==> config.mk <==
export PLATFORM = sky130hd
export DESIGN_NAME = ccsc_top
export DESIGN_NICKNAME = d
export VERILOG_FILES = /design/src/core/ccsc_pkg.sv /design/src/core/ccsc_top.sv
export VERILOG_INCLUDE_DIRS = /design/src /design/src/core
export SDC_FILE = /design/constraint.sdc
export NUM_CORES = 1
export LEC_CHECK = 0
export BUFFER_PORTS_ARGS = -buffer_cell sky130_fd_sc_hd__buf_2
export CORE_ASPECT_RATIO = 0.8
export CORE_MARGIN = 2
export CORE_UTILIZATION = 45
export DETAILED_ROUTE_END_ITERATION = 7
export GPL_ROUTABILITY_DRIVEN = 0
export PLACE_DENSITY = 0.59
export SYNTH_ARGS = -nofsm -noshare
export SYNTH_HDL_FRONTEND = slang
export SYNTH_SLANG_ARGS = --single-unit
==> constraint.sdc <==
create_clock -name ref_clk -period 6.9 [get_ports ref_clk]
set_input_delay 0.345 -clock ref_clk [delete_from_list [all_inputs] [get_ports ref_clk]]
set_output_delay 0.345 -clock ref_clk [all_outputs]
set_load 0.05 [all_outputs]
==> src/core/ccsc_cfg.svh <==
`ifndef CCSC_CFG_SVH
`define CCSC_CFG_SVH

`define CCSC_AW         4
`define CCSC_WORDS      16
`define CCSC_LAST_ADDR  4'hF
`define CCSC_NPORT      5
`define CCSC_NSPINS     10
`define CCSC_NTPINS     5
`define CCSC_PORT_NVM   3'h0
`define CCSC_PORT_JTAG  3'h1
`define CCSC_PORT_MSPI  3'h2
`define CCSC_PORT_SLAVE_SERIAL_CONFIG  3'h3
`define CCSC_PORT_I2C   3'h4
`define CCSC_MASK_NONE  10'h000
`define CCSC_MASK_MSPI  10'h03F
`define CCSC_MASK_SLAVE_SERIAL_CONFIG  10'h0F3
`define CCSC_MASK_I2C   10'h300
`define CCSC_TAP_EN_BIT 4
`define CCSC_CRC_POLY   8'h07
`define CCSC_CRC_INIT   8'hFF
`define CCSC_ZERO8      8'h00
`define CCSC_ZERO4      4'h0
`define CCSC_SED_DIV    4'h7
`define CCSC_ID_CODE    32'h0C5C_0001
`define CCSC_KEY_RST    32'h0000_0000

`endif

==> src/core/ccsc_pkg.sv <==
package ccsc_pkg;

   typedef struct packed
   {
      logic       req;
      logic       valid;
      logic [7:0] data;
   } ccsc_port_s;

   typedef enum logic [3:0]
   {
      CCSC_OP_READ_ID,
      CCSC_OP_READBACK,
      CCSC_OP_PROGRAM,
      CCSC_OP_VERIFY,
      CCSC_OP_ERASE,
      CCSC_OP_REFRESH,
      CCSC_OP_SET_LOCK,
      CCSC_OP_SET_OTP
   } ccsc_op_e;

   typedef struct packed
   {
      ccsc_op_e    op;
      logic [3:0]  addr;
      logic [7:0]  data;
      logic [31:0] key;
   } ccsc_cmd_s;

   typedef enum logic [2:0]
   {
      CCSC_S_IDLE,
      CCSC_S_LOAD,
      CCSC_S_SED,
      CCSC_S_USER,
      CCSC_S_FIX,
      CCSC_S_WIPE,
      CCSC_S_RELOAD
   } ccsc_state_e;

endpackage

==> src/core/ccsc_top.sv <==
`timescale 1ns/1ps
`include "ccsc_cfg.svh"

module ccsc_top
   import ccsc_pkg::*;
(
   input  wire logic                     ref_clk,
   input  wire logic                     rst_b,
   input  wire logic                     clk_en,
   input  wire ccsc_port_s [4:0]         port_in,
   input  wire logic                     dual_boot_en,
   input  wire logic                     sed_after_cfg,
   input  wire logic                     sed_enable,
   input  wire logic                     sed_request,
   input  wire logic                     background_refresh_enable,
   input  wire logic                     program_request_n,
   input  wire logic                     key_enable,
   input  wire logic                     tap_as_gpio,
   input  wire logic                     cmd_valid,
   input  wire ccsc_cmd_s                cmd,
   output logic                          cmd_done,
   output logic                          cmd_refused,
   output logic [31:0]                   rsp_data,
   output logic                          user_mode,
   output logic                          user_reset,
   output logic                          busy,
   output logic [2:0]                    active_port,
   output logic                          load_fail,
   output logic                          soft_error_flag,
   output logic [3:0]                    soft_error_addr,
   output logic                          secure_locked,
   output logic                          otp_set,
   output logic [9:0]                    serial_pins_cfg,
   output logic [4:0]                    tap_pins_cfg
);

   parameter logic [31:0] STORED_KEY = `CCSC_KEY_RST;

   // -----------------------------------------------------------------
   // Storage and helpers
   // -----------------------------------------------------------------
   logic [7:0] sram   [`CCSC_WORDS];
   logic [7:0] chk    [`CCSC_WORDS];
   logic [7:0] shadow [`CCSC_WORDS];
   logic [7:0] nvm    [`CCSC_WORDS];

   function automatic logic [7:0] crc8(input logic [7:0] c,
                                       input logic [7:0] d);
      logic [7:0] r;
      r = c ^ d;
      for (int i = 0; i < 8; i++)
      begin
         r = r[7] ? ((r << 1) ^ `CCSC_CRC_POLY) : (r << 1);
      end
      return r;
   endfunction

   function automatic logic [9:0] pin_mask(input logic [2:0] p);
      case (p)
         `CCSC_PORT_MSPI: pin_mask = `CCSC_MASK_MSPI;
         `CCSC_PORT_SLAVE_SERIAL_CONFIG: pin_mask = `CCSC_MASK_SLAVE_SERIAL_CONFIG;
         `CCSC_PORT_I2C:  pin_mask = `CCSC_MASK_I2C;
         default:         pin_mask = `CCSC_MASK_NONE;
      endcase
   endfunction

   ccsc_state_e state_r;
   logic [2:0]  sel_r;
   logic [3:0]  cnt_r;
   logic [7:0]  crc_r;
   logic [3:0]  div_r;
   logic        sed_err_r;
   logic        sed_req_d_r;
   logic        prog_d_r;
   logic        lock_r;
   logic        otp_r;
   logic        fail_r;
   logic        serr_r;
   logic [3:0]  eaddr_r;

   // -----------------------------------------------------------------
   // Source selection and word intake
   // -----------------------------------------------------------------
   logic [2:0] pick;
   logic       any_req;
   always_comb
   begin
      pick    = `CCSC_PORT_NVM;
      any_req = 1'b0;
      for (int i = `CCSC_NPORT - 1; i >= 0; i--)
      begin
         if (port_in[i].req)
         begin
            pick    = 3'(i);
            any_req = 1'b1;
         end
      end
   end

   logic       w_valid;
   logic [7:0] w_data;
   always_comb
   begin
      // Internal memory streams a word per cycle; ports are paced.
      if (sel_r == `CCSC_PORT_NVM)
      begin
         w_valid = 1'b1;
         w_data  = nvm[cnt_r];
      end
      else
      begin
         w_valid = port_in[sel_r].valid;
         w_data  = port_in[sel_r].data;
      end
   end

   logic load_wr;
   logic crc_word;
   logic crc_bad;
   assign load_wr  = (state_r == CCSC_S_LOAD) && w_valid && !crc_word;
   // The internal image is trusted and carries no trailing check word.
   assign crc_word = sed_err_r && (sel_r != `CCSC_PORT_NVM);
   assign crc_bad  = (w_data != crc_r);

   // -----------------------------------------------------------------
   // Soft-error check clock divider
   // -----------------------------------------------------------------
   // Derived as an enable from the undivided clock, so that no second
   // clock domain is needed; switching it off stops every tick.
   logic sed_tick;
   assign sed_tick = sed_enable && (div_r == `CCSC_SED_DIV);

   always_ff @(posedge ref_clk or negedge rst_b)
   begin
      if (!rst_b)
      begin
         div_r <= `CCSC_ZERO4;
      end
      else if (clk_en)
      begin
         if (!sed_enable || sed_tick)
         begin
            div_r <= `CCSC_ZERO4;
         end
         else
         begin
            div_r <= div_r + 4'h1;
         end
      end
   end

   // -----------------------------------------------------------------
   // Triggers
   // -----------------------------------------------------------------
   logic cmd_ok;
   logic key_ok;
   logic idle_cmd;
   logic do_refresh;
   logic prog_fall;
   assign key_ok    = !key_enable || (cmd.key == STORED_KEY);
   assign idle_cmd  = (state_r == CCSC_S_IDLE) || (state_r == CCSC_S_USER);
   assign prog_fall = prog_d_r && !program_request_n;
   assign do_refresh = (state_r == CCSC_S_USER) && (prog_fall ||
                       (cmd_valid && cmd_ok &&
                        cmd.op == CCSC_OP_REFRESH));

   always_comb
   begin
      case (cmd.op)
         CCSC_OP_READ_ID:  cmd_ok = 1'b1;
         CCSC_OP_READBACK: cmd_ok = !lock_r;
         CCSC_OP_PROGRAM,
         CCSC_OP_ERASE:    cmd_ok = key_ok && !otp_r;
         CCSC_OP_VERIFY:   cmd_ok = key_ok;
         CCSC_OP_REFRESH:  cmd_ok = key_ok;
         CCSC_OP_SET_LOCK,
         CCSC_OP_SET_OTP:  cmd_ok = key_ok;
         default:          cmd_ok = 1'b0;
      endcase
   end

   logic erase_go;
   assign erase_go = cmd_valid && idle_cmd && cmd_ok &&
                     (cmd.op == CCSC_OP_ERASE);

   // -----------------------------------------------------------------
   // Configuration sequencer
   // -----------------------------------------------------------------
   always_ff @(posedge ref_clk or negedge rst_b)
   begin
      if (!rst_b)
      begin
         state_r   <= CCSC_S_IDLE;
         sel_r     <= `CCSC_PORT_NVM;
         cnt_r     <= `CCSC_ZERO4;
         crc_r     <= `CCSC_CRC_INIT;
         sed_err_r <= 1'b0;
      end
      else if (clk_en)
      begin
         case (state_r)
            CCSC_S_IDLE:
            begin
               if (any_req && !erase_go)
               begin
                  state_r   <= CCSC_S_LOAD;
                  sel_r     <= pick;
                  cnt_r     <= `CCSC_ZERO4;
                  crc_r     <= `CCSC_CRC_INIT;
                  sed_err_r <= 1'b0;
               end
            end
            CCSC_S_LOAD:
            begin
               // Other ports are not looked at until this load ends.
               if (w_valid && crc_word)
               begin
                  if (crc_bad && dual_boot_en &&
                      sel_r == `CCSC_PORT_MSPI)
                  begin
                     sel_r     <= `CCSC_PORT_NVM;
                     cnt_r     <= `CCSC_ZERO4;
                     crc_r     <= `CCSC_CRC_INIT;
                     sed_err_r <= 1'b0;
                  end
                  else if (crc_bad)
                  begin
                     state_r <= CCSC_S_IDLE;
                  end
                  else
                  begin
                     state_r   <= sed_after_cfg && sed_enable ?
                                  CCSC_S_SED : CCSC_S_USER;
                     cnt_r     <= `CCSC_ZERO4;
                     sed_err_r <= 1'b0;
                  end
               end
               else if (load_wr)
               begin
                  crc_r <= crc8(crc_r, w_data);
                  cnt_r <= cnt_r + 4'h1;
                  if (cnt_r == `CCSC_LAST_ADDR)
                  begin
                     if (sel_r == `CCSC_PORT_NVM)
                     begin
                        state_r <= sed_after_cfg && sed_enable ?
                                   CCSC_S_SED : CCSC_S_USER;
                     end
                     // Flag reused: next word is the check word.
                     sed_err_r <= sel_r != `CCSC_PORT_NVM;
                  end
               end
            end
            CCSC_S_SED:
            begin
               if (!sed_enable)
               begin
                  state_r <= CCSC_S_USER;
               end
               else if (sed_tick)
               begin
                  cnt_r <= cnt_r + 4'h1;
                  if (cnt_r == `CCSC_LAST_ADDR)
                  begin
                     state_r <= CCSC_S_USER;
                  end
               end
            end
            CCSC_S_USER:
            begin
               if (port_in[`CCSC_PORT_JTAG].req)
               begin
                  state_r   <= CCSC_S_LOAD;
                  sel_r     <= `CCSC_PORT_JTAG;
                  cnt_r     <= `CCSC_ZERO4;
                  crc_r     <= `CCSC_CRC_INIT;
                  sed_err_r <= 1'b0;
               end
               else if (do_refresh)
               begin
                  state_r <= background_refresh_enable ?
                             CCSC_S_FIX : CCSC_S_WIPE;
               end
               else if (sed_request && !sed_req_d_r && sed_enable)
               begin
                  state_r <= CCSC_S_SED;
                  cnt_r   <= `CCSC_ZERO4;
               end
            end
            CCSC_S_FIX:
            begin
               state_r <= CCSC_S_USER;
            end
            CCSC_S_WIPE:
            begin
               state_r <= CCSC_S_RELOAD;
               cnt_r   <= `CCSC_ZERO4;
            end
            CCSC_S_RELOAD:
            begin
               cnt_r <= cnt_r + 4'h1;
               if (cnt_r == `CCSC_LAST_ADDR)
               begin
                  state_r <= CCSC_S_USER;
               end
            end
            default:
            begin
               state_r <= CCSC_S_IDLE;
            end
         endcase
         if (erase_go)
         begin
            state_r <= CCSC_S_IDLE;
         end
      end
   end

   // -----------------------------------------------------------------
   // Memory writes
   // -----------------------------------------------------------------
   // Arrays carry no reset; sram, shadow and chk are defined by the first load, nvm by program or erase.
   always_ff @(posedge ref_clk)
   begin
      if (clk_en)
      begin
         if (erase_go)
         begin
            for (int i = 0; i < `CCSC_WORDS; i++)
            begin
               sram[i] <= `CCSC_ZERO8;
               nvm[i]  <= `CCSC_ZERO8;
            end
         end
         else if (state_r == CCSC_S_WIPE)
         begin
            for (int i = 0; i < `CCSC_WORDS; i++)
            begin
               sram[i] <= `CCSC_ZERO8;
            end
         end
         else if (load_wr)
         begin
            sram[cnt_r]   <= w_data;
            shadow[cnt_r] <= w_data;
            chk[cnt_r]    <= crc8(`CCSC_CRC_INIT, w_data);
         end
         else if (state_r == CCSC_S_FIX)
         begin
            sram[eaddr_r] <= shadow[eaddr_r];
         end
         else if (state_r == CCSC_S_RELOAD)
         begin
            sram[cnt_r] <= shadow[cnt_r];
         end
         if (cmd_valid && idle_cmd && cmd_ok &&
             cmd.op == CCSC_OP_PROGRAM)
         begin
            nvm[cmd.addr] <= cmd.data;
         end
      end
   end

   // -----------------------------------------------------------------
   // Status flags
   // -----------------------------------------------------------------
   logic sed_hit;
   assign sed_hit = (state_r == CCSC_S_SED) && sed_tick &&
                    (crc8(`CCSC_CRC_INIT, sram[cnt_r]) != chk[cnt_r]);

   always_ff @(posedge ref_clk or negedge rst_b)
   begin
      if (!rst_b)
      begin
         fail_r      <= 1'b0;
         serr_r      <= 1'b0;
         eaddr_r     <= `CCSC_ZERO4;
         sed_req_d_r <= 1'b0;
         prog_d_r    <= 1'b1;
      end
      else if (clk_en)
      begin
         sed_req_d_r <= sed_request;
         prog_d_r    <= program_request_n;
         if (state_r == CCSC_S_LOAD && w_valid && crc_word && crc_bad)
         begin
            fail_r <= 1'b1;
         end
         else if (state_r == CCSC_S_IDLE && any_req)
         begin
            fail_r <= 1'b0;
         end
         // A new error wins over the clear by a repair in the same cycle.
         if (sed_hit && !serr_r)
         begin
            serr_r  <= 1'b1;
            eaddr_r <= cnt_r;
         end
         else if (state_r == CCSC_S_FIX || state_r == CCSC_S_RELOAD)
         begin
            serr_r <= 1'b0;
         end
      end
   end

   // -----------------------------------------------------------------
   // Security and command answers
   // -----------------------------------------------------------------
   always_ff @(posedge ref_clk or negedge rst_b)
   begin
      if (!rst_b)
      begin
         lock_r      <= 1'b0;
         otp_r       <= 1'b0;
         cmd_done    <= 1'b0;
         cmd_refused <= 1'b0;
         rsp_data    <= `CCSC_KEY_RST;
      end
      else if (clk_en)
      begin
         cmd_done    <= cmd_valid && idle_cmd && cmd_ok;
         cmd_refused <= cmd_valid && !(idle_cmd && cmd_ok);
         if (cmd_valid && idle_cmd && cmd_ok)
         begin
            case (cmd.op)
               CCSC_OP_READ_ID:  rsp_data <= `CCSC_ID_CODE;
               CCSC_OP_READBACK: rsp_data <= {16'h0000,
                                   nvm[cmd.addr], sram[cmd.addr]};
               CCSC_OP_VERIFY:   rsp_data <= {31'h0,
                                   nvm[cmd.addr] == cmd.data};
               CCSC_OP_SET_LOCK: lock_r <= 1'b1;
               CCSC_OP_SET_OTP:  otp_r <= 1'b1;
               CCSC_OP_ERASE:    lock_r <= 1'b0;
               default:          rsp_data <= rsp_data;
            endcase
         end
      end
   end

   // -----------------------------------------------------------------
   // Outputs and pin release
   // -----------------------------------------------------------------
   logic loading;
   assign loading         = (state_r == CCSC_S_LOAD);
   assign user_mode       = (state_r == CCSC_S_USER) ||
                            (state_r == CCSC_S_SED && sed_enable) ||
                            (state_r == CCSC_S_FIX);
   assign user_reset      = (state_r == CCSC_S_WIPE) ||
                            (state_r == CCSC_S_RELOAD);
   assign busy            = !idle_cmd;
   assign active_port     = sel_r;
   assign load_fail       = fail_r;
   assign soft_error_flag = serr_r;
   assign soft_error_addr = eaddr_r;
   assign secure_locked   = lock_r;
   assign otp_set         = otp_r;
   assign serial_pins_cfg = loading ? pin_mask(sel_r) :
                            `CCSC_MASK_NONE;

   generate
      for (genvar g = 0; g < `CCSC_NTPINS; g++)
      begin : g_tap
         if (g == `CCSC_TAP_EN_BIT)
         begin : g_en
            assign tap_pins_cfg[g] = 1'b1;
         end
         else
         begin : g_io
            assign tap_pins_cfg[g] = !tap_as_gpio;
         end
      end
   endgenerate

endmodule // ccsc_top

==> results.tsv, run 1 <==
stage	metric	value	unit
synth	post-synth top area cell	edfxtp_1	
critical_path	largest fanout on the critical path	41	
clocking	total CTS buffers	58	
floorplanning	Die Area	0.0656	mm2
synth	Post-synth EDFFs	512	
critical_path	R2R Path Start	cnt_r[0]	
floorplanning	boundary pin count	173	
finish	area grow syn2layout	12.2	%
sta	worst rel slew slack	18.0	%
synth	Yosys cell types	90	
finish	share of cells above drive strength 1	31.3	%
grt	global route overflow	0	
synth	synth top area cells	edfxtp_1 (54%), mux4_2 (20%), dfrtp_1 (3.8%), and2_1 (2.9%), nor2_1 (2.5%)	
power_and_ir_drop	power after layout	12.0	mW
worst_hold_path	WHS Endpoint	div_r[2]	
clocking	clk buf depth	3	
clocking	CTS H-Tree Depth	2	
routing	DR pass1 iterations	8	
routing	Routed WL	80100	um
clocking	worst skew pair latency	0.64	ns
power_and_ir_drop	Pwr Density	373	mW/mm2
critical_path	nature of the critical path endpoint	flip-flop	
floorplanning	num rows	82	
clocking	clock transition at the registers of the reported paths	0.06	ns
sta	min Tclk post-route	5.12	ns
floorplanning	core area	0.0627	mm2
run_status	run status	complete, no violations	
synth	Netlist Area Pre-Place	0.0286	mm2
sta	Tcrit/Tclk final	74.2	%
sta	count of final setup violators	0	
critical_path	Arr. time, crit path	5.70	ns
flow_run	Max-cap violations	0	
floorplanning	die width	286	um
floorplanning	initial core utilization	45.6	%
sta	Worst Skew	0.0316	ns
finish	Net count, final	2078	
synth	post-synth top area share	53.8	%
critical_path	Reg2Reg Depth	12	
routing	DRT iter0 DRCs	2110	
critical_path	WS Path Type	flip-flop to flip-flop	
grt	initial antenna violation count	2	
routing	routed via count	17500	
routing	DRC	0	
placed_design	Detail Placement HPWL	53500	um
sta	count of pins over their slew limit	0	
synth	Yosys reg bits	564	
power_and_ir_drop	VDD IR max	0.210	mV
sta	max frequency	195	MHz
placed_design	placed insts	2734	
grt	largest net degree at the start of global routing	96	
sta	hold_ws	0.0330	ns
floorplanning	Die Y	229	um
placed_design	port bufs	152	
routing	post-route ant nets	0	
clocking	post-CTS setup repair buffer count	0	
finish	Cell Count, Final, Fillers Out	2850	
sta	setup_tns	0	ns
sta	RSZ-0062 raised after global routing	no	
critical_path	reg-to-reg slack, setup	1.78	ns
worst_hold_path	hold path depth	3	
worst_hold_path	min-delay src	sed_enable	
synth	Post-synth top flop	edfxtp_1	
routing	Avg Vias per Cell	6.16	
power_and_ir_drop	Lkg Pwr	11.1	nW
routing	Avg WL per Cell	28.1	um
critical_path	Critical R2R Capture	crc_r[2]	
synth	Seq/Total Area, Yosys	58.4	%
synth	Cells after Synth	1823	
synth	Syn Area/Cell	15.7	um2
grt	first-pass GRT wire length	117000	um
clocking	Root Buffer	clkbuf_16	
clocking	TritonCTS Sinks	564	
grt	Total GRT Usage	24.6	%
synth	ys async rst share	9.22	%
critical_path	Startpoint Class	flip-flop	
sta	Worst Tran Pin Value	1.22	ns
synth	number of synthesis warnings	0	
finish	Ant. Diodes	0	
grt	number of global-route vias before repair	17500	
sta	final hold violations	0	
clocking	CTS tree	built	
worst_hold_path	Worst Hold Class	primary input to flip-flop	
critical_path	WP data required	7.47	ns
==> metal layers <==
layer | track usage (%) | up-vias | wire (um) | share of wire, %
li1 | - | 7407 | - | -
met1 | 36.4 | 9188 | 34400 | 43
met2 | 35.6 | 836 | 35100 | 44
met3 | 7.42 | 115 | 8890 | 11
met4 | 6.02 | 0 | 1720 | 2.1
met5 | 0 | - | 0 | 0
==> metrics by stage <==
step | cell area (um2) | util [%] | setup slack [ns]
global route | 32100 | 51.2 | 1.39
detailed placement | 30100 | 48.0 | 1.74
global placement | 30100 | 48.0 | 1.74
finish | 32100 | 51.2 | 1.78
floorplan | 28600 | - | 2.75
CTS | 32100 | 51.2 | 1.73
==> worst max-delay path, cell delays in order (launching register included) <==
cell and delay (ns):
dfrtp_4 0.98, buf_4 0.44, mux4_1 0.76, mux4_2 0.53, a21oi_2 0.20, a21oi_2 0.21
xnor2_2 0.27, ha_1 0.24, and3_1 0.19, nand3_2 0.17, nand2_1 0.08, a21oi_1 0.64
o221a_1 0.30
==> power breakdown <==
group / switching, mW / internal, mW
Combinational: 2.59 / 1.38
Sequential: 0.216 / 4.56
Clock: 1.38 / 1.83
Total: 4.18 / 7.77
==> cell usage in the layout, fill, tap and decap left out, types with 21 or more instances in the layout <==
cell / synthesis / layout
a21oi_1: 21 / 21
nor2_1: 188 / 173
buf_4: 32 / 54
nand2_1: 132 / 132
edfxtp_1: 512 / 512
dfrtp_1: 43 / 38
xnor2_1: 37 / 37
clkbuf_16: 0 / 58
buf_2: 22 / 150
inv_1: 22 / 22
o21ai_0: 43 / 40
mux4_2: 252 / 252
and2_1: 133 / 133
==> worst max path at each step <==
stage                         startpoint                  to  slack (ns)  cells past startpoint
after floorplan           active_port[1]  serial_pins_cfg[3]        2.75                      5
after detailed placement        cnt_r[0]  soft_error_addr[3]        1.74                     11
after CTS                       cnt_r[0]  soft_error_addr[3]        1.73                     11
final                           cnt_r[0]            crc_r[2]        1.78                     12
after global placement          cnt_r[0]  soft_error_addr[0]        1.74                     11
after global routing            cnt_r[0]            crc_r[1]        1.39                     12
==> cell type report <==
cell class              instances  area (um2)
well taps                     840        1050
fillers                      5159       30600
clock buffers                  76        1570
clock inverters                34         374
multi-input cells            1102       11100
repair buffers                211        1240
inverters                      23        86.3
flip-flops and latches        564       16700
==> cells in the mapped netlist (13+ instances only) <==
master    count
a21oi_1      21
a22oi_1      16
and2_1      133
buf_1        15
buf_2        22
buf_4        32
clkbuf_1     58
dfrtp_1      43
edfxtp_1    512
inv_1        22
mux4_2      252
nand2_1     132
nand2b_1     14
nand3_1      17
nor2_1      188
nor3_1       13
o21ai_0      43
xnor2_1      37
xor2_1       13
==> state kept, by name (all words and copies together) (netlist names), 3 cells and up <==
signal,flops
active_port,3
chk,128
cnt_r,4
crc_r,8
div_r,4
nvm,128
rsp_data,17
shadow,128
soft_error_addr,4
sram,128
state_r,3
==> timing repair <==
item,in CTS,in global routing
resized for setup,0,0
hold endpoints to repair,47,0
hold buffers,6,0
setup endpoints to repair,0,0
==> logic make-up (layout without fill, tap and decap cells) <==
kind of cell,after synthesis,count (layout),synth area share (%)
DFF,564,564,58.4
and+or+nand+nor,559,559,9.49
muxes,289,289,21.8
AOI/OAI and AO/OA,177,177,4.71
buffers and inverters,166,344,3.25
xor gates and xnor gates,57,57,1.93
adders and majority gates,9,9,0.385
other,2,11,0.0263
Note: power is estimated with default switching activity, not from simulation.
==> run 2, diff against run 1 <==
--- a/config.mk
+++ b/config.mk
@@ -12,7 +12,7 @@
 export CORE_UTILIZATION = 45
 export DETAILED_ROUTE_END_ITERATION = 7
 export GPL_ROUTABILITY_DRIVEN = 0
-export PLACE_DENSITY = 0.59
+export PLACE_DENSITY = 0.61
 export SYNTH_ARGS = -nofsm -noshare
 export SYNTH_HDL_FRONTEND = slang
 export SYNTH_SLANG_ARGS = --single-unit
==> constraint.sdc (replaced) <==
create_clock -name ref_clk -period 4.5 [get_ports ref_clk]
set_input_delay 0.225 -clock ref_clk [delete_from_list [all_inputs] [get_ports ref_clk]]
set_output_delay 0.225 -clock ref_clk [all_outputs]
set_load 0.05 [all_outputs]
==> results.tsv, run 2 (synthesis results as in run 1) <==
stage	metric	value	unit
floorplanning	initial core utilization	45.6	%
finish	commonest non-fill, non-tap cell in the layout	edfxtp_1	
placed_design	Post-DP Area	0.0304	mm2
sta	count of pins over their slew limit	0	
routing	Avg WL per Cell	27.8	um
sta	max frequency	240	MHz
floorplanning	num rows	82	
grt	global route overflow	0	
clocking	TritonCTS Sinks	564	
sta	Tcrit/Tclk final	92.7	%
power_and_ir_drop	Lkg Pwr	11.3	nW
grt	number of global-route vias before repair	17600	
sta	worst setup margin	0.329	ns
run_status	run status	complete, no violations	
clocking	CTS H-Tree Depth	2	
critical_path	WS Path Type	flip-flop to flip-flop	
routing	DRC	0	
sta	min Tclk post-route	4.17	ns
floorplanning	Die Y	229	um
critical_path	CP max stage cell	dfrtp_4	
floorplanning	Die Area	0.0656	mm2
critical_path	Reg2Reg Depth	14	
flow_run	Max-cap violations	0	
clocking	CTS tree	built	
power_and_ir_drop	Pwr Density	572	mW/mm2
grt	largest net degree at the start of global routing	84	
critical_path	WP data required	5.00	ns
routing	post-route ant nets	0	
critical_path	largest fanout on the critical path	28	
placed_design	Detail Placement HPWL	54100	um
sta	final hold violations	0	
sta	RSZ-0062 raised after global routing	no	
routing	routed via count	17700	
critical_path	most frequent CP cell	mux4_2	
placed_design	placed insts	2771	
finish	Register Area	0.0167	mm2
finish	Cell Count, Final, Fillers Out	2886	
power_and_ir_drop	power after layout	18.5	mW
critical_path	R2R Path Start	cnt_r[0]	
critical_path	Startpoint Class	flip-flop	
clocking	clk buf depth	3	
sta	count of final setup violators	0	
finish	Ant. Diodes	0	
routing	Avg Vias per Cell	6.12	
grt	first-pass GRT wire length	118000	um
grt	Total GRT Usage	24.5	%
placed_design	pre-CTS setup slack	0.155	ns
critical_path	Critical R2R Capture	active_port[0]	
critical_path	worst-path cell chain	buf_4, mux4_2, mux4_2, nand2b_1, a221oi_1, a31oi_2, xnor2_1, inv_1, ha_1, and3_1, nand3_2, nand4_1, a21o_1, mux2_1	
finish	most frequent cells in the layout	edfxtp_1 (512), mux4_2 (252), nor2_1 (173)	
routing	DR pass1 iterations	6	
grt	initial antenna violation count	0	
clocking	Root Buffer	clkbuf_16	
clocking	total CTS buffers	56	
critical_path	Critical Path Start	cnt_r[0]	
worst_hold_path	min-delay src	sed_after_cfg	
routing	Routed WL	80100	um
clocking	worst skew pair latency	0.62	ns
finish	multi-input logic area	0.0111	mm2
routing	DRT iter0 DRCs	2222	
sta	Worst Skew	0.0229	ns
sta	Worst Tran Pin Value	1.18	ns
sta	setup_tns	0	ns
finish	finished layout cell area	0.0324	mm2
worst_hold_path	Worst Hold Class	primary input to flip-flop	
sta	worst rel slew slack	20.9	%
finish	Net count, final	2117	
finish	share of cells above drive strength 1	32.5	%
critical_path	nature of the critical path endpoint	flip-flop	
floorplanning	boundary pin count	173	
critical_path	Arr. time, crit path	4.67	ns
critical_path	Max stage delay on crit path	0.79	ns
finish	# fillers	5139	
floorplanning	die width	286	um
placed_design	port bufs	152	
clocking	clock transition at the registers of the reported paths	0.06	ns
critical_path	CP Capture Point	active_port[0]	
power_and_ir_drop	VDD IR max	0.481	mV
floorplanning	core area	0.0627	mm2
finish	area grow syn2layout	13.3	%
critical_path	reg-to-reg slack, setup	0.33	ns
-- run 2: cell count changes in the layout (fill, tap and decap cells not counted), moves of 2 or more --
cell / change
o31ai_1: +2
o31ai_2: -2
dlygate4sd3_1: +4
clkbuf_16: -2
clkbuf_1: -2
o21ai_1: -3
buf_12: +4
buf_4: +32
o21ai_0: +3
-- run 2: worst min-delay path by stage --
stage	slack [ns]	endpoint	cells after the start
CTS	0.002	state_r[0]	4
detailed placement	0.27	soft_error_flag	1
global route	0.04	state_r[0]	4
global placement	0.26	soft_error_addr[3]	1
finish	0.03	state_r[0]	4
floorplan	-0.07	active_port[0]	0
-- run 2: final cells by class --
class | count | share of cell area, %
Clock buffer | 72 | 4.67
Multi-Input combinational cell | 1102 | 34.1
Tap cell | 840 | 3.25
Inverter | 23 | 0.267
Timing Repair Buffer | 252 | 4.95
Clock inverter | 33 | 1.14
Sequential cell | 564 | 51.6
-- run 2: what timing repair did --
item / in CTS / in global routing
hold endpoints to repair: 22 / 0
hold buffers: 10 / 0
setup buffers: 0 / 0
setup endpoints to repair: 0 / 16
resized for setup: 0 / 1
-- run 2: critical path, delay by kind of cell (launching register included) --
family	cells	cell delay (ns)
AOI/OAI and AO/OA	3	0.56
xor gates and xnor gates	1	0.24
adders and majority gates	1	0.21
buffers and inverters	2	0.35
DFF	1	0.79
muxes	3	1.35
and+or+nand+nor	4	0.54
-- run 2: power breakdown --
group / switching (mW) / total [mW] / internal, mW
sequential: 0.299 / 7.28 / 6.98
combinational: 4.10 / 6.37 / 2.27
clock: 2.07 / 4.85 / 2.78
total: 6.46 / 18.5 / 12.0
-- run 2: metal layers --
layer | global-route usage (%) | wire length [um] | vias up
met5 | 0 | 0 | -
li1 | - | - | 7499
met4 | 5.51 | 1680 | 0
met2 | 37.5 | 37100 | 787
met3 | 3.95 | 6350 | 104
met1 | 37.0 | 35000 | 9279
-- run 2: through the flow --
step                util, %  hold WS [ns]
floorplan                 -       -0.0706
global placement       48.5         0.262
detailed placement     48.5         0.265
CTS                    51.6       0.00230
global route           51.6        0.0354
finish                 51.6        0.0268
